===== config.mk =====
export PLATFORM = sky130hd
export DESIGN_NAME = cps_speed_select
export DESIGN_NICKNAME = d
export VERILOG_FILES = /design/src/cps_pkg.sv /design/src/cps_speed_select.sv
export SDC_FILE = /design/constraint.sdc
export NUM_CORES = 1
export LEC_CHECK = 0
export BUFFER_PORTS_ARGS = -buffer_cell sky130_fd_sc_hd__buf_2
export CORE_UTILIZATION = 38
export CTS_CLUSTER_DIAMETER = 200
export DETAILED_ROUTE_END_ITERATION = 16
export PLACE_DENSITY = 0.76
export SYNTH_ARGS = -nofsm -noshare
export SYNTH_HDL_FRONTEND = slang
export SYNTH_SLANG_ARGS = --single-unit

===== constraint.sdc =====
create_clock -name clk -period 2.2 [get_ports clk]
set_clock_uncertainty 0.2 [all_clocks]
set_input_delay 0 -clock clk [delete_from_list [all_inputs] [get_ports clk]]
set_output_delay 0 -clock clk [all_outputs]
set_load 0.1 [all_outputs]

===== src/cps_pkg.sv =====
/*
  cps_pkg: register map, field positions, reset values and speed codes for
  the core and peripheral speed select block.
  assumes: 8-bit registers on the low byte of a 32-bit apb data bus.
*/
package cps_pkg;
  // printed offsets are not all multiples of four: they are word indexes
  localparam logic [7:0] CLOCK_SPEED_CONTROL_IDX     = 8'h8f;
  localparam logic [7:0] SPI_CLOCK_SPEED_CONTROL_IDX = 8'haf;
  localparam int         IDX_SHIFT                   = 2;

  localparam int CORE_DOUBLE_SPEED_POS       = 0;
  localparam int TIMER0_SPEED_SEL_POS        = 1;
  localparam int TIMER1_SPEED_SEL_POS        = 2;
  localparam int TIMER2_SPEED_SEL_POS        = 3;
  localparam int UART_SPEED_SEL_POS          = 4;
  localparam int COUNTER_ARRAY_SPEED_SEL_POS = 5;
  localparam int WATCHDOG_SPEED_SEL_POS      = 6;
  localparam int TWO_WIRE_SPEED_SEL_POS      = 7;
  localparam int SPI_SPEED_SEL_POS           = 0;

  localparam int NUM_PERIPH = 8;
  localparam int SPI_IDX    = 7;

  localparam logic [6:0] PERIPH_SEL_RESET = 7'h00;
  localparam logic       SPI_SEL_RESET    = 1'b0;

  localparam logic [3:0] PERIODS_FAST = 4'h6;
  localparam logic [3:0] PERIODS_STD  = 4'hc;

  localparam logic [1:0] UART_MODE_SYNC  = 2'h0;
  localparam logic [1:0] UART_MODE_FIXED = 2'h2;
endpackage


===== src/cps_speed_select.sv =====
/*
  cps_speed_select: two byte-wide clock speed control registers on apb and
  the per-peripheral period selection derived from them.
  assumes: one clock, synchronous reset, security byte level stable at reset
  release, osc/2 phase supplied as a synchronous level.
*/
// Design decision made here: register access over APB.
`timescale 1ns/100ps

// Operation
// (RULE1) control byte: seven peripheral bits, core bit0
// (RULE2) core bit clear 12 periods, set 6
// (RULE3) peripheral bits ignored while core standard
// (RULE4) double speed, clear bit gives 6
// (RULE5) double speed, set bit gives 12
// (RULE6) uart bit only for modes 0, 2
// (RULE7) reset clears bits 7..1, bit0 from security
// (RULE8) second register bit0 selects spi speed
// (RULE9) spi register upper bits reserved, bit0 resets 0
// (RULE10) whole-byte access only, no bit addressing
// (RULE11) core bit change only on osc/2 rise
// (RULE12) writes update in the same bus cycle
module cps_speed_select (
  input  wire logic        clk,
  input  wire logic        srst,
  input  wire logic        psel,
  input  wire logic        penable,
  input  wire logic        pwrite,
  input  wire logic [11:0] paddr,
  input  wire logic [31:0] pwdata,
  input  wire logic [3:0]  pstrb,
  output logic             pready,
  output logic [31:0]      prdata,
  output logic             pslverr,
  input  wire logic        securityDoubleSpeed,
  input  wire logic        oscHalfPhase,
  input  wire logic [1:0]  uartMode,
  output logic             coreDoubleSpeed,
  output logic [3:0]       cpuPeriods,
  output logic [7:0]       periphFast
);
  localparam logic [11:0] ADDR_CTRL =
    12'(cps_pkg::CLOCK_SPEED_CONTROL_IDX) << cps_pkg::IDX_SHIFT;
  localparam logic [11:0] ADDR_SPI =
    12'(cps_pkg::SPI_CLOCK_SPEED_CONTROL_IDX) << cps_pkg::IDX_SHIFT;

  logic       coreReq_q;
  logic [6:0] periphSel_q;
  logic       spiSel_q;
  logic       coreEff_q;
  logic       halfPhase_q;
  logic       resetSeen_q;
  logic       setup;
  logic       wrCtrl;
  logic       wrSpi;
  logic       hitAny;
  logic [7:0] selAll;
  wire  logic [7:0] fastD;

  assign setup  = psel && !penable;
  assign hitAny = (paddr == ADDR_CTRL) || (paddr == ADDR_SPI);
  // byte lane 0 must be written: partial bit writes do not exist
  assign wrCtrl = setup && pwrite && pstrb[0] && (paddr == ADDR_CTRL); // see (RULE10)
  assign wrSpi  = setup && pwrite && pstrb[0] && (paddr == ADDR_SPI);  // see (RULE10)

  // zero wait states: the answer is raised in the setup cycle's edge
  always_ff @(posedge clk) begin
    if (srst) begin
      pready  <= 1'b0;
      pslverr <= 1'b0;
      prdata  <= 32'h0000_0000;
    end else begin
      pready  <= setup;
      pslverr <= setup && !hitAny;
      prdata  <= 32'h0000_0000;
      if (setup && !pwrite && paddr == ADDR_CTRL) begin
        prdata <= {24'h000000, periphSel_q, coreReq_q}; // see (RULE1)
      end else if (setup && !pwrite && paddr == ADDR_SPI) begin
        // reserved bits are undefined; zero is a legal choice
        prdata <= {24'h000000, 7'h00, spiSel_q}; // see (RULE9)
      end
    end
  end

  // strap taken one edge after reset release, never inside the reset term
  always_ff @(posedge clk) begin
    if (srst) begin
      resetSeen_q <= 1'b1;
    end else begin
      resetSeen_q <= 1'b0;
    end
  end

  always_ff @(posedge clk) begin
    if (srst) begin
      coreReq_q   <= 1'b0;
      periphSel_q <= cps_pkg::PERIPH_SEL_RESET; // see (RULE7)
      spiSel_q    <= cps_pkg::SPI_SEL_RESET;    // see (RULE9)
    end else begin
      if (resetSeen_q) begin
        coreReq_q <= securityDoubleSpeed; // see (RULE7)
      end else if (wrCtrl) begin
        coreReq_q <= pwdata[cps_pkg::CORE_DOUBLE_SPEED_POS]; // see (RULE12)
      end
      if (wrCtrl) begin
        periphSel_q <= pwdata[7:1]; // see (RULE12)
      end
      if (wrSpi) begin
        spiSel_q <= pwdata[cps_pkg::SPI_SPEED_SEL_POS]; // see (RULE8)
      end
    end
  end

  // effective core speed moves only on the osc/2 rising edge to avoid glitches
  always_ff @(posedge clk) begin
    if (srst) begin
      halfPhase_q <= 1'b0;
      coreEff_q   <= 1'b0;
    end else begin
      halfPhase_q <= oscHalfPhase;
      if (oscHalfPhase && !halfPhase_q) begin
        coreEff_q <= coreReq_q; // see (RULE11)
      end
    end
  end

  assign selAll = {spiSel_q, periphSel_q[6:0]};

  genvar g;
  generate
    for (g = 0; g < cps_pkg::NUM_PERIPH; g++) begin : gPeriph
      if (g == cps_pkg::UART_SPEED_SEL_POS - 1) begin : gUart
        // outside modes 0 and 2 the uart keeps the core rate
        assign fastD[g] = coreEff_q &&
          ((uartMode == cps_pkg::UART_MODE_SYNC || uartMode == cps_pkg::UART_MODE_FIXED)
            ? !selAll[g] : 1'b1); // see (RULE6)

        uart_std_a: assert property (@(posedge clk) disable iff (srst) // see (RULE3)
          !coreEff_q |=> !periphFast[g])
          else $error("uart fast while core standard");

        uart_sel_a: assert property (@(posedge clk) disable iff (srst) // see (RULE6)
          coreEff_q && !uartMode[0] |=> periphFast[g] == !$past(selAll[g]))
          else $error("uart speed bit ignored in modes 0 and 2");
      end else begin : gPlain
        assign fastD[g] = coreEff_q && !selAll[g]; // see (RULE3) see (RULE4) see (RULE5)

        plain_std_a: assert property (@(posedge clk) disable iff (srst) // see (RULE3)
          !coreEff_q |=> !periphFast[g])
          else $error("peripheral fast while core standard");

        plain_fast_a: assert property (@(posedge clk) disable iff (srst) // see (RULE4)
          coreEff_q && !selAll[g] |=> periphFast[g])
          else $error("cleared speed bit not fast");

        plain_slow_a: assert property (@(posedge clk) disable iff (srst) // see (RULE5)
          selAll[g] |=> !periphFast[g])
          else $error("set speed bit not standard");
      end
    end
  endgenerate

  always_ff @(posedge clk) begin
    if (srst) begin
      coreDoubleSpeed <= 1'b0;
      cpuPeriods      <= cps_pkg::PERIODS_STD;
      periphFast      <= 8'h00;
    end else begin
      coreDoubleSpeed <= coreEff_q;
      cpuPeriods      <= coreEff_q ? cps_pkg::PERIODS_FAST : cps_pkg::PERIODS_STD; // see (RULE2)
      periphFast      <= fastD;
    end
  end

  // core speed switching
  ctrl_stable_a: assert property (@(posedge clk) disable iff (srst) // see (RULE11)
    !(oscHalfPhase && !halfPhase_q) |=> $stable(coreEff_q))
    else $error("core speed changed off osc/2 rise");

  eff_follow_a: assert property (@(posedge clk) disable iff (srst) // see (RULE11)
    oscHalfPhase && !halfPhase_q |=> coreEff_q == $past(coreReq_q))
    else $error("core speed not taken on osc/2 rise");

  // speed outputs
  std_ignore_a: assert property (@(posedge clk) disable iff (srst) // see (RULE3)
    !coreEff_q |=> periphFast == 8'h00)
    else $error("peripheral fast while core standard");

  cpu_period_a: assert property (@(posedge clk) disable iff (srst) // see (RULE2)
    1'b1 |=> cpuPeriods == ($past(coreEff_q) ? cps_pkg::PERIODS_FAST : cps_pkg::PERIODS_STD))
    else $error("cpu period mismatch");

  core_out_a: assert property (@(posedge clk) disable iff (srst) // see (RULE2)
    1'b1 |=> coreDoubleSpeed == $past(coreEff_q))
    else $error("core speed output lags");

  cpu_fast_out_a: assert property (@(posedge clk) disable iff (srst) // see (RULE2)
    coreDoubleSpeed |-> cpuPeriods == cps_pkg::PERIODS_FAST)
    else $error("cpu period disagrees with core speed");

  fast_needs_core_a: assert property (@(posedge clk) disable iff (srst) // see (RULE3)
    periphFast != 8'h00 |-> coreDoubleSpeed)
    else $error("peripheral fast without core double speed");

  timer0_fast_a: assert property (@(posedge clk) disable iff (srst) // see (RULE4)
    coreEff_q && !periphSel_q[0] |=> periphFast[0])
    else $error("timer0 not fast");

  timer0_std_a: assert property (@(posedge clk) disable iff (srst) // see (RULE5)
    periphSel_q[0] |=> !periphFast[0])
    else $error("timer0 not standard");

  spi_sel_a: assert property (@(posedge clk) disable iff (srst) // see (RULE8)
    coreEff_q |=> periphFast[7] == !$past(spiSel_q))
    else $error("spi speed mismatch");

  uart_mode_a: assert property (@(posedge clk) disable iff (srst) // see (RULE6)
    coreEff_q && uartMode[0] |=> periphFast[3])
    else $error("uart bit acted outside modes 0 and 2");

  // stored bits
  write_upd_a: assert property (@(posedge clk) disable iff (srst) // see (RULE12)
    wrCtrl && !resetSeen_q |=> periphSel_q == $past(pwdata[7:1]))
    else $error("control write lost");

  core_write_a: assert property (@(posedge clk) disable iff (srst) // see (RULE12)
    wrCtrl && !resetSeen_q |=> coreReq_q == $past(pwdata[cps_pkg::CORE_DOUBLE_SPEED_POS]))
    else $error("core bit write lost");

  ctrl_hold_a: assert property (@(posedge clk) disable iff (srst) // see (RULE1)
    !wrCtrl |=> $stable(periphSel_q))
    else $error("peripheral bits changed without a write");

  strap_load_a: assert property (@(posedge clk) disable iff (srst) // see (RULE7)
    resetSeen_q |=> coreReq_q == $past(securityDoubleSpeed))
    else $error("core bit not loaded from security byte");

  strap_once_a: assert property (@(posedge clk) disable iff (srst) // see (RULE7)
    !resetSeen_q && !wrCtrl |=> $stable(coreReq_q))
    else $error("core bit changed without a write");

  spi_write_a: assert property (@(posedge clk) disable iff (srst) // see (RULE8)
    wrSpi |=> spiSel_q == $past(pwdata[cps_pkg::SPI_SPEED_SEL_POS]))
    else $error("spi bit write lost");

  spi_hold_a: assert property (@(posedge clk) disable iff (srst) // see (RULE8)
    !wrSpi |=> $stable(spiSel_q))
    else $error("spi bit changed without a write");

  strobe_block_a: assert property (@(posedge clk) disable iff (srst) // see (RULE10)
    setup && pwrite && !pstrb[0] |=> $stable(periphSel_q) && $stable(spiSel_q))
    else $error("write without byte lane 0 took effect");

  reset_val_a: assert property (@(posedge clk) // see (RULE7) see (RULE9)
    srst |=> periphSel_q == 7'h00 && !spiSel_q)
    else $error("reset values wrong");

  // register bus answers
  bus_ready_a: assert property (@(posedge clk) disable iff (srst) // see (RULE12)
    setup |=> pready ##1 !pready)
    else $error("apb answer timing");

  ready_only_a: assert property (@(posedge clk) disable iff (srst) // see (RULE12)
    !setup |=> !pready)
    else $error("pready without a setup cycle");

  ready_pulse_a: assert property (@(posedge clk) disable iff (srst) // see (RULE12)
    pready |=> !pready)
    else $error("pready held too long");

  read_core_a: assert property (@(posedge clk) disable iff (srst) // see (RULE1)
    setup && !pwrite && paddr == ADDR_CTRL |=> prdata[0] == $past(coreReq_q))
    else $error("core bit read wrong");

  read_sel_a: assert property (@(posedge clk) disable iff (srst) // see (RULE1)
    setup && !pwrite && paddr == ADDR_CTRL |=> prdata[7:1] == $past(periphSel_q))
    else $error("peripheral bits read wrong");

  read_spi_a: assert property (@(posedge clk) disable iff (srst) // see (RULE8)
    setup && !pwrite && paddr == ADDR_SPI |=> prdata[0] == $past(spiSel_q))
    else $error("spi bit read wrong");

  spi_reserved_a: assert property (@(posedge clk) disable iff (srst) // see (RULE9)
    setup && !pwrite && paddr == ADDR_SPI |=> prdata[7:1] == 7'h00)
    else $error("reserved spi bits not zero");

  upper_zero_a: assert property (@(posedge clk) disable iff (srst) // see (RULE9)
    1'b1 |=> prdata[31:8] == 24'h000000)
    else $error("upper read bits not zero");

  idle_data_a: assert property (@(posedge clk) disable iff (srst) // see (RULE12)
    !(setup && !pwrite) |=> prdata == 32'h0000_0000)
    else $error("read data outside a read answer");

  unmapped_err_a: assert property (@(posedge clk) disable iff (srst) // see (RULE12)
    setup && !hitAny |=> pslverr)
    else $error("unmapped access without error");

  mapped_ok_a: assert property (@(posedge clk) disable iff (srst) // see (RULE12)
    !(setup && !hitAny) |=> !pslverr)
    else $error("error on a mapped access");

  // error only ever rides on an answer
  err_ready_a: assert property (@(posedge clk) disable iff (srst) // see (RULE12)
    pslverr |-> pready)
    else $error("pslverr without pready");
endmodule

==> results.txt, run 1 <==
The sort of element at the start of the critical path is an input port. The global route total overflow came out at 0. The mean number of vias per cell came out at 4.19.

The sequential area share after synthesis is 0.506. The maximum vdd drop is 0.000371 V. The worst hold-check path type is in2reg. The upper clock frequency limit is 465 MHz.

The arrival time reported for the critical path endpoint came out at 2.18 ns. The maximum buffer depth of the clock tree came out at 2. Once routing completed, OpenROAD measured the worst setup slack at 0.0505 ns. The routed design uses 215 um of met3 wire. Clock tree synthesis selected as its root buffer the cell clkbuf_4. The number of distinct standard cells referenced by the synthesized netlist came out at 27.

In the final routing, the length of wire on met1 measures 1030 um. The H-tree depth is 2. Setup repair after global routing left no endpoint under its margin. The count of final setup violators came out at 0. The critical path is of the in2reg type. The total power draw came out at 1350 uW.

The fraction of post-synthesis cell area in the top cell type by area came out at 0.506. The die is 59.7 um tall. The total count of max-transition violations in the final report came out at 0. For this configuration, the core starts out at a cell density of 0.408. Data on the critical path is required at its endpoint by 2.23 ns.

The area growth from synthesis to layout came out at 44.5%. For this run, the detailed router's first-pass iteration total came to 4. The biggest fanout along the worst timing path came out at 7.

In this run the static leakage power is 0.000940 uW. The top-level I/O count is 104. The number of flops mapped to enable cells by yosys came out at 0. In the layout the commonest cells are 49 x buf_2, 32 x dfxtp_1, 28 x dlygate4sd3_1, 26 x conb_1, 16 x nor2_1. The flow ran to the end, and the final reports show no timing, DRC or antenna violations. Sorting the synthesized cells by area gives the leading types as dfxtp_1 51%, buf_4 17%, mux2i_1 6.3%. Routed signal wires occupy layers up through met4. The fraction of registers with async set or reset after synthesis came out at 0. The proportion of layout cells with a drive suffix above 1 is 0.330.

The routed length per instance is 10.4 um. The count of inserted antenna diode cells came out at 0. The global-route wire length before repair is 3790 um. Among all flip-flop cells after synthesis, the most frequent one is dfxtp_1.

The power density normalized to cell area is 740 nW/um^2. The half-perimeter wire length after placement came out at 1520 um. The yosys synthesis warning count came out at 0. At the end of the flow the core is filled with cells to 0.589.

The count of port buffers added during placement came out at 49. The placeable core region is 3100 um^2. The placed cell area came out at 1450 um^2. After floorplanning, the core was divided into 20 placement rows.

The final critical delay including setup and external delays came out at 2.15 ns. The largest total area in the synthesized netlist belongs to dfxtp_1. The library cell used most frequently in the layout, excluding fill and tap cells, is buf_2. The maximum number of pins on one net before global-route repair is 18. The detailed route wirelength on metal2 is 1310 um. The clock transition at the registers of the reported paths came out at 0.09 ns. The clock net in this run drives a total of 32 sinks. The clock insertion delay at the later pin of the skew report is 0.34 ns. The count of state elements after synthesis is 32. The synthesized area per cell came out at 10.3 um^2. The area of the mapped netlist came out at 1260 um^2. The max-cap violation count is 0. The final layout contains 262 nets. The number of buffers inserted during clock tree synthesis is 5. The via count of the first global-routing pass is 888. STA classifies the critical path endpoint as a flop.

Measured along the x axis, the die boundary spans 59.7 um. For this run, the total global-route usage over all layers was measured as 0.153. The initial detailed-routing violation count came out at 20.

The via count is 1048. The hold violation count in the final report is 0. The post-synthesis instance total is 123. In the final timing run, aggregate negative setup slack is 0 ns. The share of the clock period used by the worst path after layout came out at 0.977. The initial antenna violation count is 0. The full die area is 3560 um^2. Before CTS, the worst setup slack after placement is 0.429 ns. The detailed-route wire length came out at 2600 um. The post-route DRC violation count came out at 0. TritonCTS built the clock tree. Once detail routing completed, the nets flagged for antenna violations numbered 0. The total non-filler cell area in the finished layout came out at 1830 um^2. At the end of routability-driven placement, the weighted congestion stood at 0.730.
cell families (layout without fill, tap and decap cells):
family	Yosys count	after routing	synth area share
and+or+nand+nor	41	41	0.198
buffers and inverters	35	94	0.193
muxes	8	8	0.0633
other	2	26	0.00594
DFF	32	32	0.506
AOI/OAI and AO/OA	5	5	0.0336
registers in the layout (all words and copies together) (netlist names):
register,count
coreEff_q,1
resetSeen_q,1
periphSel_q,7
cpuPeriods,2
prdata,8
pready,1
coreReq_q,1
periphFast,8
spiSel_q,1
halfPhase_q,1
pslverr,1
per-stage QoR:
step	hold WS [ns]	instances
6_report	0.106	250
5_1_grt	0.121	250
4_1_cts	0.0383	251
3_5_place_dp	0.0128	212
3_3_place_gp	0.0155	212
2_1_floorplan	-0.172	147
metal layers:
| metal | track usage | up-vias |
|---|---|---|
| li1 | - | 523 |
| met1 | 0.152 | 463 |
| met2 | 0.271 | 56 |
| met3 | 0.0584 | 6 |
| met4 | 0.0831 | 0 |
| met5 | 0 | - |
final timing paths:
check	startpoint	end	slack [ns]	depth (start not counted)
max	paddr[6]	periphSel_q[6]	0.05	8
min	penable	spiSel_q	0.11	4
max reg2reg	resetSeen_q	coreReq_q	0.59	3
min reg2reg	spiSel_q	periphFast[7]	0.22	1
power by group:
group	total (uW)	internal [uW]	switching [uW]
combinational	323	55.7	267
sequential	593	589	4.13
clock	437	238	199
worst max-delay path, stage by stage:
cell and delay [ns]:
dlygate4sd3_1 0.54, buf_2 0.14, and4bb_2 0.27, and4bb_2 0.29
buf_8 0.15, mux2i_1 0.18, nor2_1 0.05, dlygate4sd3_1 0.57
layout make-up:
cell class	count	area, um^2
clock inverters	2	35.0
multi-input cells	80	470
flip-flops and latches	32	641
clock buffers	6	41.3
well taps	44	55.1
inverters	4	15.0
repair buffers	82	571
fillers	270	1270
timing repair:
item,4_1_cts,5_1_grt
hold buffers,31,0
setup buffers,0,2
endpoints found under the setup margin,0,7
endpoints found under the hold margin,23,0
resized for setup,0,3
cell usage after synthesis (all sizes together), types with 2 or more instances:
library cell / n
nor4: 3
nor2b: 2
nand2b: 2
and3: 7
conb: 2
clkbuf: 2
dfxtp: 32
nor2: 16
nand2: 2
mux2i: 8
buf: 29
nor3: 2
inv: 4
and4bb: 2
a21oi: 2
Power figures use the tool's default switching activity.
==> run 2: changes to the inputs <==
- CORE_MARGIN: not set -> 2
==> run 2 against run 1 <==
  * Fmax increased by 2.5%
  * Utilization shrank 0.97 points
  * Cell count is 2.0% lower
  * Global-route usage decreased by 0.49 points
  * Flip-flop and latch count did not move
  * Cell area down 1.6%
  * Total power is 3.9% higher
  * Routed wire length increased by 5.2%
  * Combinational power hardly changed
  * Critical path type unchanged
  * Largest cell class unchanged
  * Highest routed layer unchanged
==> results.txt, run 2 (synthesized netlist as in run 1, its figures left out) <==
Outcome: complete, no violations (unchanged). The maximum vdd drop is 0.000360 V (was 0.000371 V). The count of inserted antenna diode cells came out at 0 (unchanged). The sort of element at the start of the critical path is an input port (unchanged).

The combinational group share of total power was 0.227 (was 0.239). The relative contribution of the clock network to total power is 0.350 (was 0.323). The worst hold-check path type was in2reg (unchanged).

The post-route DRC violation count came out at 0 (unchanged). The count of final setup violators came out at 0 (unchanged). The via count came out at 1033 (was 1048).

The number of inserted filler cells in the final layout came out at 286 (was 270). Largest registers: periphFast x8, prdata x8, periphSel_q x7 (unchanged). The register area is 641 um^2 (unchanged). The power density normalized to cell area came out at 782 nW/um^2 (was 740 nW/um^2). The upper clock frequency limit came to 477 MHz (was 465 MHz). The cell at the root of the clock tree is clkbuf_4 (unchanged). The global route total overflow is 0 (unchanged). The internal power contribution came out at 942 uW (was 882 uW). The hold violation count in the final report is 0 (unchanged). The worst setup slack before clock tree synthesis is 0.282 ns (was 0.429 ns). The row count is 20 (unchanged). The startpoint-to-endpoint class of the critical path is in2reg (unchanged). The detailed-route wire length is 2740 um (was 2600 um).

The routing usage on met3 came out at 0.0373 (was 0.0584). The share of the clock period used by the worst path after layout is 0.953 (was 0.977). The H-tree depth is 2 (unchanged). The switching power total is 463 uW (was 471 uW). The clock insertion delay at the later pin of the skew report was 0.32 ns (was 0.34 ns).

The final critical delay including setup and external delays is 2.10 ns (was 2.15 ns). The leakage power figure is 0.000921 uW (was 0.000940 uW). The clock transition at the registers of the reported paths came out at 0.10 ns (was 0.09 ns).

The global-route wire length before repair came out at 4040 um (was 3790 um). The area of combinational cells with multiple inputs came to 474 um^2 (was 470 um^2). The power share of the sequential group came out at 0.422 (was 0.438). The routed length per instance is 11.2 um (was 10.4 um).

The endpoint class of the critical path is a flop (unchanged). The floorplan die width was 61.7 um (was 59.7 um). The area growth from synthesis to layout is 42.1% (was 44.5%). The sink count of the clock tree came out at 32 (unchanged). The chip height came out at 61.7 um (was 59.7 um). The routing usage on met1 is 0.142 (was 0.152). The layer with the highest usage is met2 (unchanged). The total power draw came out at 1410 uW (was 1350 uW). The half-perimeter wire length after placement came out at 1740 um (was 1520 um).

The switching share of power came to 0.329 (was 0.348). The full die area came out at 3810 um^2 (was 3560 um^2). The proportion of layout cells with a drive suffix above 1 came to 0.338 (was 0.330). The via count of the first global-routing pass is 982 (was 888). The commonest non-fill, non-tap cell in the layout was buf_2 (unchanged). The final weighted congestion of routability-driven global placement came to 0.718 (was 0.730). The required time of the critical path is 2.22 ns (was 2.23 ns). The clock tree from TritonCTS was yes (unchanged).

The total negative setup slack is 0 ns (unchanged). Setup repair after global routing missed its margin: false (unchanged). The count of port buffers added during placement is 49 (unchanged).

The headroom to the max-slew limit came out at 0.605. The total placed cells including tap cells came out at 212 (unchanged). The fraction of met2 tracks used by global routing came out at 0.296 (was 0.271).

The initial antenna violation count came out at 0 (unchanged). The number of nets in the final layout is 257 (was 262). At the pin with the least slew margin, the transition time is 0.588 ns. The total count of max-transition violations in the final report came out at 0 (unchanged). The arrival time reported for the critical path endpoint is 2.11 ns (was 2.18 ns). The max-cap violation count came out at 0 (unchanged).

The initial detailed-routing violation count came to 37 (was 20). The final worst-path setup slack is 0.104 ns (was 0.0505 ns). The top-level I/O count is 104 (unchanged). The mean number of vias per cell is 4.22 (was 4.19). The count of TritonRoute iterations in the first routing pass came out at 4 (unchanged). The placeable core region is 3100 um^2 (unchanged). The initial standard-cell utilization of the core is 0.408 (unchanged). The maximum buffer depth of the clock tree came out at 2 (unchanged). The final antenna-violating net count is 0 (unchanged). The overall fraction of global-route tracks in use is 0.148 (was 0.153). The number of standard cells in the final layout excluding fillers came out at 245 (was 250). The biggest fanout along the worst timing path came out at 6 (was 7). The number of buffers inserted during clock tree synthesis is 5 (unchanged).

The worst-case hold slack came out at 0.0338 ns (was 0.106 ns). The maximum number of pins on one net before global-route repair came out at 18 (unchanged). Most used cells in the layout excluding fill and tap cells: 48 x buf_2, 32 x dfxtp_1, 26 x conb_1, 24 x dlygate4sd3_1, 16 x nor2_1 (was 49 x buf_2, 32 x dfxtp_1, 28 x dlygate4sd3_1, 26 x conb_1, 16 x nor2_1).
## run 2: metrics by stage
| step | utilization | cell area, um^2 |
|---|---|---|
| after global placement | 0.467 | 1450 |
| after global routing | 0.579 | 1800 |
| after detailed placement | 0.467 | 1450 |
| final | 0.579 | 1800 |
| after floorplan | - | 1360 |
| after CTS | 0.575 | 1780 |
## run 2: worst paths after layout
| check | slack, ns | end | depth (start not counted) | from |
|---|---|---|---|---|
| max | 0.10 | periphSel_q[6] | 6 | paddr[7] |
| min | 0.03 | prdata[2] | 5 | paddr[5] |
| max reg2reg | 0.57 | prdata[0] | 5 | spiSel_q |
| min reg2reg | 0.22 | periphFast[7] | 1 | spiSel_q |
## run 2: layout make-up
type	count	share of cell area
Inverter	4	0.00835
Tap cell	44	0.0306
Clock buffer	7	0.0362
Timing Repair Buffer	77	0.288
Clock inverter	1	0.0167
Multi-Input combinational cell	80	0.264
Sequential cell	32	0.356
## run 2: timing repair
| action | in CTS | in global routing |
|---|---|---|
| setup endpoints to repair | 0 | 3 |
| resized for setup | 0 | 2 |
| buffers inserted | 0 | 2 |
| hold buffers | 24 | 0 |
| endpoints found under the hold margin | 23 | 0 |
## run 2: layer usage
layer | part of all wire | up-vias
met3 | 0.062 | 2
met4 | 0.0051 | 0
li1 | - | 509
met2 | 0.56 | 50
met5 | 0 | -
met1 | 0.37 | 472
## run 2: worst max-delay path: stages
cell           delay (ns)
dlygate4sd3_1        0.63
and4bb_2             0.32
and4bb_4             0.31
mux2i_1              0.22
nor2_1               0.07
dlygate4sd3_1        0.57
## run 2: power groups by stage
stage / Clock (uW) / Sequential, uW / Combinational [uW]
floorplan: 0 / 648 / 251
global placement: 0 / 606 / 293
detailed placement: 0 / 606 / 294
CTS: 499 / 593 / 319
global route: 528 / 595 / 331
finish: 493 / 593 / 320
